### config.mk
export PLATFORM = sky130hd
export DESIGN_NAME = tmc_timer
export DESIGN_NICKNAME = d
export VERILOG_FILES = /design/src/rtl/tmc_pkg.sv /design/src/rtl/tmc_prescaler.sv /design/src/rtl/tmc_timer.sv
export SDC_FILE = /design/constraint.sdc
export NUM_CORES = 1
export LEC_CHECK = 0
export ABC_AREA = 1
export BUFFER_PORTS_ARGS = -buffer_cell sky130_fd_sc_hd__buf_2
export CORE_MARGIN = 1.5
export CORE_UTILIZATION = 35
export DETAILED_ROUTE_END_ITERATION = 10
export PLACE_DENSITY = 0.6
export SLEW_MARGIN = 20
export SYNTH_ARGS = -nofsm -noshare
export SYNTH_HDL_FRONTEND = slang
export SYNTH_HIERARCHICAL = 1
export SYNTH_SLANG_ARGS = --single-unit
### constraint.sdc
create_clock -name core_clk -period 2.7 [get_ports core_clk]
set_clock_uncertainty 0.1 [all_clocks]
set_input_delay 0.54 -clock core_clk [delete_from_list [all_inputs] [get_ports core_clk]]
set_output_delay 0.54 -clock core_clk [all_outputs]
set_load 0.01 [all_outputs]
### src/rtl/tmc_pkg.sv
// Package for the timer/compare block: register map, fields, modes, reset values
`default_nettype none
package tmc_pkg;
    // Register byte addresses on the AXI4-Lite slave
    localparam logic [3:0] ADDR_CONTROL = 4'h0;
    localparam logic [3:0] ADDR_COUNT = 4'h4;
    localparam logic [3:0] ADDR_COMPARE = 4'h8;
    localparam logic [3:0] ADDR_STATUS = 4'hC;
    // Control field positions
    localparam int FORCE_BIT = 7;
    localparam int WAVE_LO_BIT = 6;
    localparam int ACTION_HI_BIT = 5;
    localparam int ACTION_LO_BIT = 4;
    localparam int WAVE_HI_BIT = 3;
    localparam int CLKSEL_MSB = 2;
    // Status field positions (sticky, write one to clear)
    localparam int STAT_COMPARE_BIT = 0;
    localparam int STAT_OVERFLOW_BIT = 1;
    // Reset values
    localparam logic [7:0] CONTROL_RESET = 8'h00;
    localparam logic [7:0] COUNT_RESET = 8'h00;
    localparam logic [7:0] COMPARE_RESET = 8'h00;
    // Counter limits
    localparam logic [7:0] CNT_MAX = 8'hFF;
    localparam logic [7:0] CNT_BOTTOM = 8'h00;
    // Prescaler width for the largest divide ratio of 1024
    localparam int PRESC_W = 10;
    // AXI responses
    localparam logic [1:0] RESP_OKAY = 2'h0;
    localparam logic [1:0] RESP_SLVERR = 2'h2;
    // Waveform modes
    typedef enum logic [1:0] {
        WAVE_NORMAL = 2'h0,
        WAVE_PHASE = 2'h1,
        WAVE_CLEAR_ON_MATCH = 2'h2,
        WAVE_FAST = 2'h3
    } tmc_wave_e;
endpackage
`default_nettype wire

### src/rtl/tmc_prescaler.sv
// Prescaler turning the source clock enable into the divided timer tick
`default_nettype none
module tmc_prescaler (
    // Clock and reset
    input wire logic core_clk,
    input wire logic rst,
    // Source enable and selection
    input wire logic src_en,
    input wire logic [2:0] clock_select,
    // Tick out
    output logic timer_tick
);
    logic [tmc_pkg::PRESC_W-1:0] div_ff;
    logic [tmc_pkg::PRESC_W-1:0] nxt_div;
    logic [tmc_pkg::PRESC_W-1:0] mask;

    // Free running divider, advanced only on source ticks
    assign nxt_div = div_ff + 10'h001;

    always_ff @(posedge core_clk)
    begin
        if (rst)
            div_ff <= 10'h000;
        else if (src_en)
            div_ff <= nxt_div;
    end

    // Low bits of the divider that must be all ones for each ratio
    always_comb
    begin
        unique case (clock_select)
            3'h2: mask = 10'h007;
            3'h3: mask = 10'h01F;
            3'h4: mask = 10'h03F;
            3'h5: mask = 10'h07F;
            3'h6: mask = 10'h0FF;
            3'h7: mask = 10'h3FF;
            default: mask = 10'h000;
        endcase
    end

    // Code 0 stops; code 1 passes every source tick
    assign timer_tick = src_en && (clock_select != 3'h0) &&
        ((div_ff & mask) == mask); // RULE14
endmodule
`default_nettype wire

### src/rtl/tmc_timer.sv
// 8-bit timer/counter with one compare channel behind an AXI4-Lite slave
// Functional notes
// [RULE1] Timer tick is a clock enable; async oscillator tick may replace I/O tick.
// [RULE2] Writing force bit in non-PWM mode applies a match to the output at once.
// [RULE3] Forced match sets no compare flag and never clears the counter.
// [RULE4] Force bit is a write-only strobe, reads zero, effective only outside PWM.
// [RULE5] Software writes force bit as zero while a PWM mode is selected.
// [RULE6] Mode field at bits 6 and 3: normal, phase PWM, clear-on-match, fast PWM.
// [RULE7] TOP is 0xFF or compare; compare buffered to TOP in PWM; overflow per mode.
// [RULE8] Clear-on-match mode: match sets compare flag and clears the counter.
// [RULE9] Nonzero action field takes over the pin; software still enables direction.
// [RULE10] Non-PWM action: disconnect, toggle, clear, set on match.
// [RULE11] Fast PWM action: disconnect, reserved, clear/set at TOP, set/clear at TOP.
// [RULE12] Phase PWM action: clear up, set down; or the opposite.
// [RULE13] PWM with compare at TOP and action high bit: match ignored, act at TOP.
// [RULE14] Clock select: stop, undivided, then 8, 32, 64, 128, 256, 1024.
// [RULE15] Counter register is readable and writable by software.
// [RULE16] Counter write blocks compare match on the next timer tick.
// [RULE17] Compare register checked each tick; match sets flag and drives output.
// [RULE18] Fast PWM counts bottom to max then wraps to bottom.
// [RULE19] Phase PWM counts up to max then down to bottom repeatedly.
// [RULE20] Phase PWM holds max for exactly one tick at the turn.
// [RULE21] Reset zeroes control, counter and compare: stopped, output disconnected.
`default_nettype none
module tmc_timer (
    // Clock and reset
    input wire logic core_clk,
    input wire logic rst,
    // Timer source: async oscillator tick and selector
    input wire logic osc_tick,
    input wire logic async_sel,
    // AXI4-Lite write address
    input wire logic [3:0] s_axi_awaddr,
    input wire logic s_axi_awvalid,
    output logic s_axi_awready,
    // AXI4-Lite write data
    input wire logic [31:0] s_axi_wdata,
    input wire logic [3:0] s_axi_wstrb,
    input wire logic s_axi_wvalid,
    output logic s_axi_wready,
    // AXI4-Lite write response
    output logic [1:0] s_axi_bresp,
    output logic s_axi_bvalid,
    input wire logic s_axi_bready,
    // AXI4-Lite read address
    input wire logic [3:0] s_axi_araddr,
    input wire logic s_axi_arvalid,
    output logic s_axi_arready,
    // AXI4-Lite read data
    output logic [31:0] s_axi_rdata,
    output logic [1:0] s_axi_rresp,
    output logic s_axi_rvalid,
    input wire logic s_axi_rready,
    // Compare pin
    output logic compare_out_pin,
    output logic pin_override
);
    logic [7:0] ctrl_ff;
    logic [7:0] count_ff;
    logic [7:0] cmp_ff;
    logic [7:0] cmp_buf_ff;
    logic down_ff;
    logic oc_ff;
    logic block_ff;
    logic [1:0] stat_ff;
    logic aw_hold_ff;
    logic w_hold_ff;
    logic [3:0] awaddr_ff;
    logic [7:0] wdata_ff;
    logic wstrb0_ff;
    logic bvalid_ff;
    logic [1:0] bresp_ff;
    logic rvalid_ff;
    logic [31:0] rdata_ff;
    logic [1:0] rresp_ff;

    // Control field decode
    wire [1:0] wave_mode = {ctrl_ff[tmc_pkg::WAVE_HI_BIT], ctrl_ff[tmc_pkg::WAVE_LO_BIT]}; // RULE6
    wire [1:0] out_action = {ctrl_ff[tmc_pkg::ACTION_HI_BIT], ctrl_ff[tmc_pkg::ACTION_LO_BIT]};
    wire [2:0] clock_select = ctrl_ff[tmc_pkg::CLKSEL_MSB:0];
    wire is_fast = wave_mode == tmc_pkg::WAVE_FAST;
    wire is_phase = wave_mode == tmc_pkg::WAVE_PHASE;
    wire is_clr_match = wave_mode == tmc_pkg::WAVE_CLEAR_ON_MATCH;
    wire is_pwm = is_fast || is_phase;

    // Source tick: async oscillator takes the core clock's place
    wire src_en = async_sel ? osc_tick : 1'b1; // RULE1
    wire timer_tick;

    tmc_prescaler u_presc (
        .core_clk(core_clk),
        .rst(rst),
        .src_en(src_en),
        .clock_select(clock_select),
        .timer_tick(timer_tick)
    );

    // Write path: address and data taken in either order, held until both present
    wire aw_take = s_axi_awvalid && s_axi_awready;
    wire w_take = s_axi_wvalid && s_axi_wready;
    wire have_aw = aw_hold_ff || aw_take;
    wire have_w = w_hold_ff || w_take;
    wire wr_fire = have_aw && have_w && !bvalid_ff;
    wire [3:0] wr_addr = aw_hold_ff ? awaddr_ff : s_axi_awaddr;
    wire [7:0] wr_data = w_hold_ff ? wdata_ff : s_axi_wdata[7:0];
    wire wr_lane0 = w_hold_ff ? wstrb0_ff : s_axi_wstrb[0];
    wire wr_ctrl = wr_fire && wr_lane0 && wr_addr == tmc_pkg::ADDR_CONTROL;
    wire wr_count = wr_fire && wr_lane0 && wr_addr == tmc_pkg::ADDR_COUNT;
    wire wr_cmp = wr_fire && wr_lane0 && wr_addr == tmc_pkg::ADDR_COMPARE;
    wire wr_stat = wr_fire && wr_lane0 && wr_addr == tmc_pkg::ADDR_STATUS;
    wire wr_known = wr_addr == tmc_pkg::ADDR_CONTROL || wr_addr == tmc_pkg::ADDR_COUNT ||
        wr_addr == tmc_pkg::ADDR_COMPARE || wr_addr == tmc_pkg::ADDR_STATUS;
    assign s_axi_awready = !aw_hold_ff && !bvalid_ff;
    assign s_axi_wready = !w_hold_ff && !bvalid_ff;
    assign s_axi_bvalid = bvalid_ff;
    assign s_axi_bresp = bresp_ff;

    // Force strobe judged on the written mode and action, as software sets them together
    wire force_hit = wr_ctrl && wr_data[tmc_pkg::FORCE_BIT] &&
        !wr_data[tmc_pkg::WAVE_LO_BIT]; // RULE2 RULE4 RULE5

    // Effective TOP and compare: PWM uses the buffer loaded at TOP
    wire [7:0] cmp_eff = is_pwm ? cmp_buf_ff : cmp_ff;
    wire [7:0] top_val = is_clr_match ? cmp_ff : tmc_pkg::CNT_MAX; // RULE7
    wire at_top = count_ff == top_val;
    wire raw_match = timer_tick && !block_ff && count_ff == cmp_eff; // RULE16 RULE17
    // Compare at TOP with action high bit: match ignored, TOP action instead
    wire top_special = is_pwm && out_action[1] && cmp_eff == tmc_pkg::CNT_MAX; // RULE13
    wire match = raw_match && !top_special;
    wire phase_turn_up = is_phase && count_ff == tmc_pkg::CNT_MAX;

    // Next count per mode
    logic [7:0] nxt_count;
    logic nxt_down;
    always_comb
    begin
        nxt_count = count_ff;
        nxt_down = down_ff;
        if (timer_tick)
        begin
            if (is_phase)
            begin
                if (!down_ff && count_ff == tmc_pkg::CNT_MAX)
                begin
                    nxt_down = 1'b1; // RULE20
                    nxt_count = count_ff - 8'h01;
                end
                else if (down_ff && count_ff == tmc_pkg::CNT_BOTTOM)
                begin
                    nxt_down = 1'b0; // RULE19
                    nxt_count = count_ff + 8'h01;
                end
                else
                    nxt_count = down_ff ? count_ff - 8'h01 : count_ff + 8'h01;
            end
            else if (is_clr_match && at_top && !block_ff)
                nxt_count = tmc_pkg::CNT_BOTTOM; // RULE8
            else
                nxt_count = count_ff + 8'h01; // RULE18
        end
    end

    // Overflow: at MAX except phase mode, which flags at BOTTOM
    wire ovf_hit = timer_tick && (is_phase ? (down_ff && count_ff == tmc_pkg::CNT_BOTTOM)
        : count_ff == tmc_pkg::CNT_MAX); // RULE7

    // Waveform output next value
    logic nxt_oc;
    always_comb
    begin
        nxt_oc = oc_ff;
        if (force_hit || (match && !is_pwm))
        begin
            unique case (force_hit ? wr_data[tmc_pkg::ACTION_HI_BIT -: 2] : out_action) // RULE10
                2'h1: nxt_oc = !oc_ff;
                2'h2: nxt_oc = 1'b0;
                2'h3: nxt_oc = 1'b1;
                default: nxt_oc = oc_ff;
            endcase
        end
        else if (is_fast && out_action[1])
        begin
            if (match)
                nxt_oc = out_action[0]; // RULE11
            else if (timer_tick && count_ff == tmc_pkg::CNT_MAX)
                nxt_oc = !out_action[0]; // RULE11 RULE13
        end
        else if (is_phase && out_action[1])
        begin
            if (match)
                nxt_oc = down_ff ? !out_action[0] : out_action[0]; // RULE12
            else if (timer_tick && phase_turn_up && top_special)
                nxt_oc = !out_action[0]; // RULE13
        end
    end

    // Counter, direction and block of the next match
    always_ff @(posedge core_clk)
    begin
        if (rst)
        begin
            count_ff <= tmc_pkg::COUNT_RESET; // RULE21
            down_ff <= 1'b0;
            block_ff <= 1'b0;
        end
        else if (wr_count)
        begin
            count_ff <= wr_data; // RULE15
            block_ff <= 1'b1; // RULE16
        end
        else
        begin
            count_ff <= nxt_count;
            down_ff <= is_phase ? nxt_down : 1'b0;
            if (timer_tick)
                block_ff <= 1'b0;
        end
    end

    // Control, compare and its TOP-loaded buffer; force bit never stored
    always_ff @(posedge core_clk)
    begin
        if (rst)
        begin
            ctrl_ff <= tmc_pkg::CONTROL_RESET; // RULE21
            cmp_ff <= tmc_pkg::COMPARE_RESET;
            cmp_buf_ff <= tmc_pkg::COMPARE_RESET;
            oc_ff <= 1'b0;
        end
        else
        begin
            if (wr_ctrl)
                ctrl_ff <= {1'b0, wr_data[6:0]}; // RULE4
            if (wr_cmp)
                cmp_ff <= wr_data;
            // Double buffer hides glitches mid-period in PWM
            if (!is_pwm || (timer_tick && count_ff == tmc_pkg::CNT_MAX))
                cmp_buf_ff <= cmp_ff; // RULE7
            oc_ff <= nxt_oc;
        end
    end

    // Sticky status; hardware set beats software clear; forced match sets nothing
    wire [1:0] stat_set = {ovf_hit, match}; // RULE3 RULE17
    always_ff @(posedge core_clk)
    begin
        if (rst)
            stat_ff <= 2'h0;
        else
            stat_ff <= (stat_ff & ~(wr_stat ? wr_data[1:0] : 2'h0)) | stat_set;
    end

    // Write channel holding and response
    always_ff @(posedge core_clk)
    begin
        if (rst)
        begin
            aw_hold_ff <= 1'b0;
            w_hold_ff <= 1'b0;
            awaddr_ff <= 4'h0;
            wdata_ff <= 8'h00;
            wstrb0_ff <= 1'b0;
            bvalid_ff <= 1'b0;
            bresp_ff <= tmc_pkg::RESP_OKAY;
        end
        else
        begin
            if (aw_take)
                awaddr_ff <= s_axi_awaddr;
            if (w_take)
            begin
                wdata_ff <= s_axi_wdata[7:0];
                wstrb0_ff <= s_axi_wstrb[0];
            end
            aw_hold_ff <= have_aw && !wr_fire;
            w_hold_ff <= have_w && !wr_fire;
            if (wr_fire)
            begin
                bvalid_ff <= 1'b1;
                bresp_ff <= wr_known ? tmc_pkg::RESP_OKAY : tmc_pkg::RESP_SLVERR;
            end
            else if (s_axi_bready)
                bvalid_ff <= 1'b0;
        end
    end

    // Read decode; force bit always reads zero
    wire rd_take = s_axi_arvalid && s_axi_arready;
    logic [31:0] rd_word;
    logic rd_ok;
    always_comb
    begin
        rd_ok = 1'b1;
        unique case (s_axi_araddr)
            tmc_pkg::ADDR_CONTROL: rd_word = {24'h000000, 1'b0, ctrl_ff[6:0]}; // RULE4
            tmc_pkg::ADDR_COUNT: rd_word = {24'h000000, count_ff}; // RULE15
            tmc_pkg::ADDR_COMPARE: rd_word = {24'h000000, cmp_ff};
            tmc_pkg::ADDR_STATUS: rd_word = {30'h00000000, stat_ff};
            default:
            begin
                rd_word = 32'h00000000;
                rd_ok = 1'b0;
            end
        endcase
    end
    assign s_axi_arready = !rvalid_ff;
    assign s_axi_rvalid = rvalid_ff;
    assign s_axi_rdata = rdata_ff;
    assign s_axi_rresp = rresp_ff;

    always_ff @(posedge core_clk)
    begin
        if (rst)
        begin
            rvalid_ff <= 1'b0;
            rdata_ff <= 32'h00000000;
            rresp_ff <= tmc_pkg::RESP_OKAY;
        end
        else if (rd_take)
        begin
            rvalid_ff <= 1'b1;
            rdata_ff <= rd_word;
            rresp_ff <= rd_ok ? tmc_pkg::RESP_OKAY : tmc_pkg::RESP_SLVERR;
        end
        else if (s_axi_rready)
            rvalid_ff <= 1'b0;
    end

    // Pin takeover whenever either action bit is set
    assign compare_out_pin = oc_ff;
    assign pin_override = out_action != 2'h0; // RULE9
endmodule
`default_nettype wire

==> impl_metrics.toml <==
[outcome]
outcome = "finished, final reports clean"

[setup_path]
worstSetupPathType = "reg -> reg"
reg2reg_slack_ns = 0.32
r2r_cells = 7
required_ns = 2.87
timing.rr.start = "count_ff[1]"
arrival_ns = 2.55
startpoint_type = "flip-flop"
path_max_fanout = 15
r2r_end = "cmp_buf_ff[5]"
crit_path_end_kind = "flip-flop"

[sta]
setup_viol = 0
fmax_mhz = 420
rsz0062_at_grt = "false"
setup_tns_ns = 0
finalHoldWorstSlack_ns = 0.362
fin_crit_ns = 2.38
worst_pin_slew_ns = 0.750
finalHoldViolations = 0
slew_viol_final = 0
slew_headroom_pct = 49.5
post-route-period-util_pct = 88.1
worst_slack_ns = 0.322

[global_route]
grt_usage_pct = 18.7
grt_overflow = 0
antenna_found_initial = 0
grt_pass1_wl_mm = 19.5
grt_start_max_net_pins = 31
first_global_vias = 4094

[cells_and_area]
final_nets = 770
layout-drive-gt1-share_pct = 16.1
area.growth.synth_to_final_pct = 13.5
antenna_cells = 0

[floorplanning]
core_um2 = 12200
initial_core_util_pct = 36.3
io_pins = 96
dieWidth_um = 115
die_h_um = 115
dieArea_um2 = 13300
rows = 40

[drt]
finalWirelength_mm = 11.9
drt-vias-per-instance = 4.91
vias = 4355
drtAntennaViolNets = 0
firstDrtPassIters = 6
post_drt_wl_per_cell_um = 13.4
drt_iter0_drc = 322
drc_errors = 0

[cts]
cts_buffer_depth = 2
ctsResizeCount = 0
cts.clk_slew.worst_paths_ns = 0.06
root_buffer = "clkbuf_16"
cts_tree = "yes"
clock-sinks = 73
post_cts_buffers = 0
postCtsHoldBufs = 0
h-tree-depth = 3
numCtsBuffers = 9
clock_latency_ns = 0.34

[synth]
synth_top_area_share_pct = 33.1
synth.distinct_cells = 49
ys_warn_count = 6
synth_edf_count = 0
async_reset_ff_share_pct = 0
syn_area_um2 = 4420
synth_common_cells = "nand2_1, nor2_1, dfxtp_1"
yosysMostFrequentCell = "nand2_1"
seq_area_frac_synth_pct = 33.1
synth_flop_cell = "dfxtp_1"
synthCells = 668
syn_area_per_cell_um2 = 6.61
synth_seq_cells = 73
yosysTopAreaCell = "dfxtp_1"
synth_area_leaders = "dfxtp_1, nand2_1, nor2_1"

[pwr]
power_leakage_nw = 2.13
power.density_nw_per_um2 = 588
vdd_ir_drop_max_uv = 346

[min_path]
min_to = "wdata_ff[0]"
hold_path_class = "in -> reg"
min_delay_path_depth = 3
hp-start = "s_axi_wdata[0]"

[place]
preCtsSetupSlack_ns = 0.250
gp_congestion = 0.964
portBuffers = 42
dp_hpwl_mm = 9.07

[run]
maxCapViolCount = 0
## state kept, by name, indices dropped and copies added, names as in the netlist
register	flops
block_ff	1
cmp_buf_ff	8
s_axi_rresp	1
wdata_ff	8
s_axi_bvalid	1
awaddr_ff	4
stat_ff	2
s_axi_rdata	8
down_ff	1
count_ff	8
w_hold_ff	1
s_axi_bresp	1
wstrb0_ff	1
compare_out_pin	1
u_presc/div_ff	10
cmp_ff	8
s_axi_rvalid	1
ctrl_ff	7
aw_hold_ff	1
## metal layers
metal  global-route usage (%)  up-vias  wire [µm]
li1                         -     2210          -
met2                     28.8      145       5200
met3                     4.06       29        650
met5                        0        -          0
met4                     8.31        0        321
met1                     25.2     1971       5710
## worst max path at each step
stage                          startpoint         endpoint  slack, ns  cells after the start
after floorplan                  osc_tick  compare_out_pin       0.43                     20
after global placement    s_axi_awaddr[0]      count_ff[5]       0.26                      9
after detailed placement  s_axi_awaddr[0]      count_ff[5]       0.25                      9
after CTS                       w_hold_ff      count_ff[5]       0.31                      9
after global routing           ctrl_ff[1]  compare_out_pin       0.05                     18
final                         count_ff[1]    cmp_buf_ff[5]       0.32                      7
## power by group
part,total [mW],switching (mW),internal [mW]
logic,0.537,0.359,0.178
clock network,1.21,0.465,0.743
registers,1.20,0.0620,1.14
## placed cells by master (no fill, tap or decap), types with 3 or more instances in the layout
master	count
a211oi_1	4
a21oi_1	43
a31oi_1	4
buf_2	42
buf_4	13
clkbuf_16	9
conb_1	26
dfxtp_1	73
ha_1	3
inv_1	60
inv_2	6
nand2_1	142
nand2_2	11
nand3_1	40
nand3_2	4
nor2_1	102
nor2_2	8
nor3_1	4
nor3_2	3
o211ai_1	7
o21a_1	3
o21ai_0	59
o22ai_1	7
or2_2	5
xor2_1	8
## worst max-delay path, stage by stage (launching register included)
cell and delay, ns:
dfxtp_1 0.51, ha_1 0.27, nand3_1 0.15, nor3_2 0.26, nand3_2 0.17, o21ai_2 0.55, o21ai_0 0.16, a21oi_1 0.14
## metrics by stage
stage	cell area, µm²	power [mW]	std cells	util, %
CTS	5020	2.98	887	41.2
global route	5020	3.10	887	41.2
detailed placement	4720	1.76	871	38.8
finish	5020	2.95	887	41.2
global placement	4720	1.75	871	38.8
floorplan	4510	1.63	693	-
## cell families (layout without fill, tap and decap cells)
logic type / after synthesis / count (layout) / synth area share, %
simple gates: 331 / 331 / 33.6
buf+inv: 113 / 139 / 12.9
xor+xnor: 9 / 9 / 1.78
mux: 1 / 1 / 0.227
flops: 73 / 73 / 33.1
compound gates: 137 / 137 / 17.5
other cells: 1 / 26 / 0.0849
fa+ha+maj: 3 / 3 / 0.850
## area by class of cell
class                      count  area (µm²)
clock buffer                  12         246
clock inverter                 4        51.3
fill                        1286        7150
inverter                      68         258
multi-input combinational    507        2480
sequential                    73        1460
tap                          168         210
timing repair buffer          55         308
No activity file was read; power rests on OpenSTA's default activity.
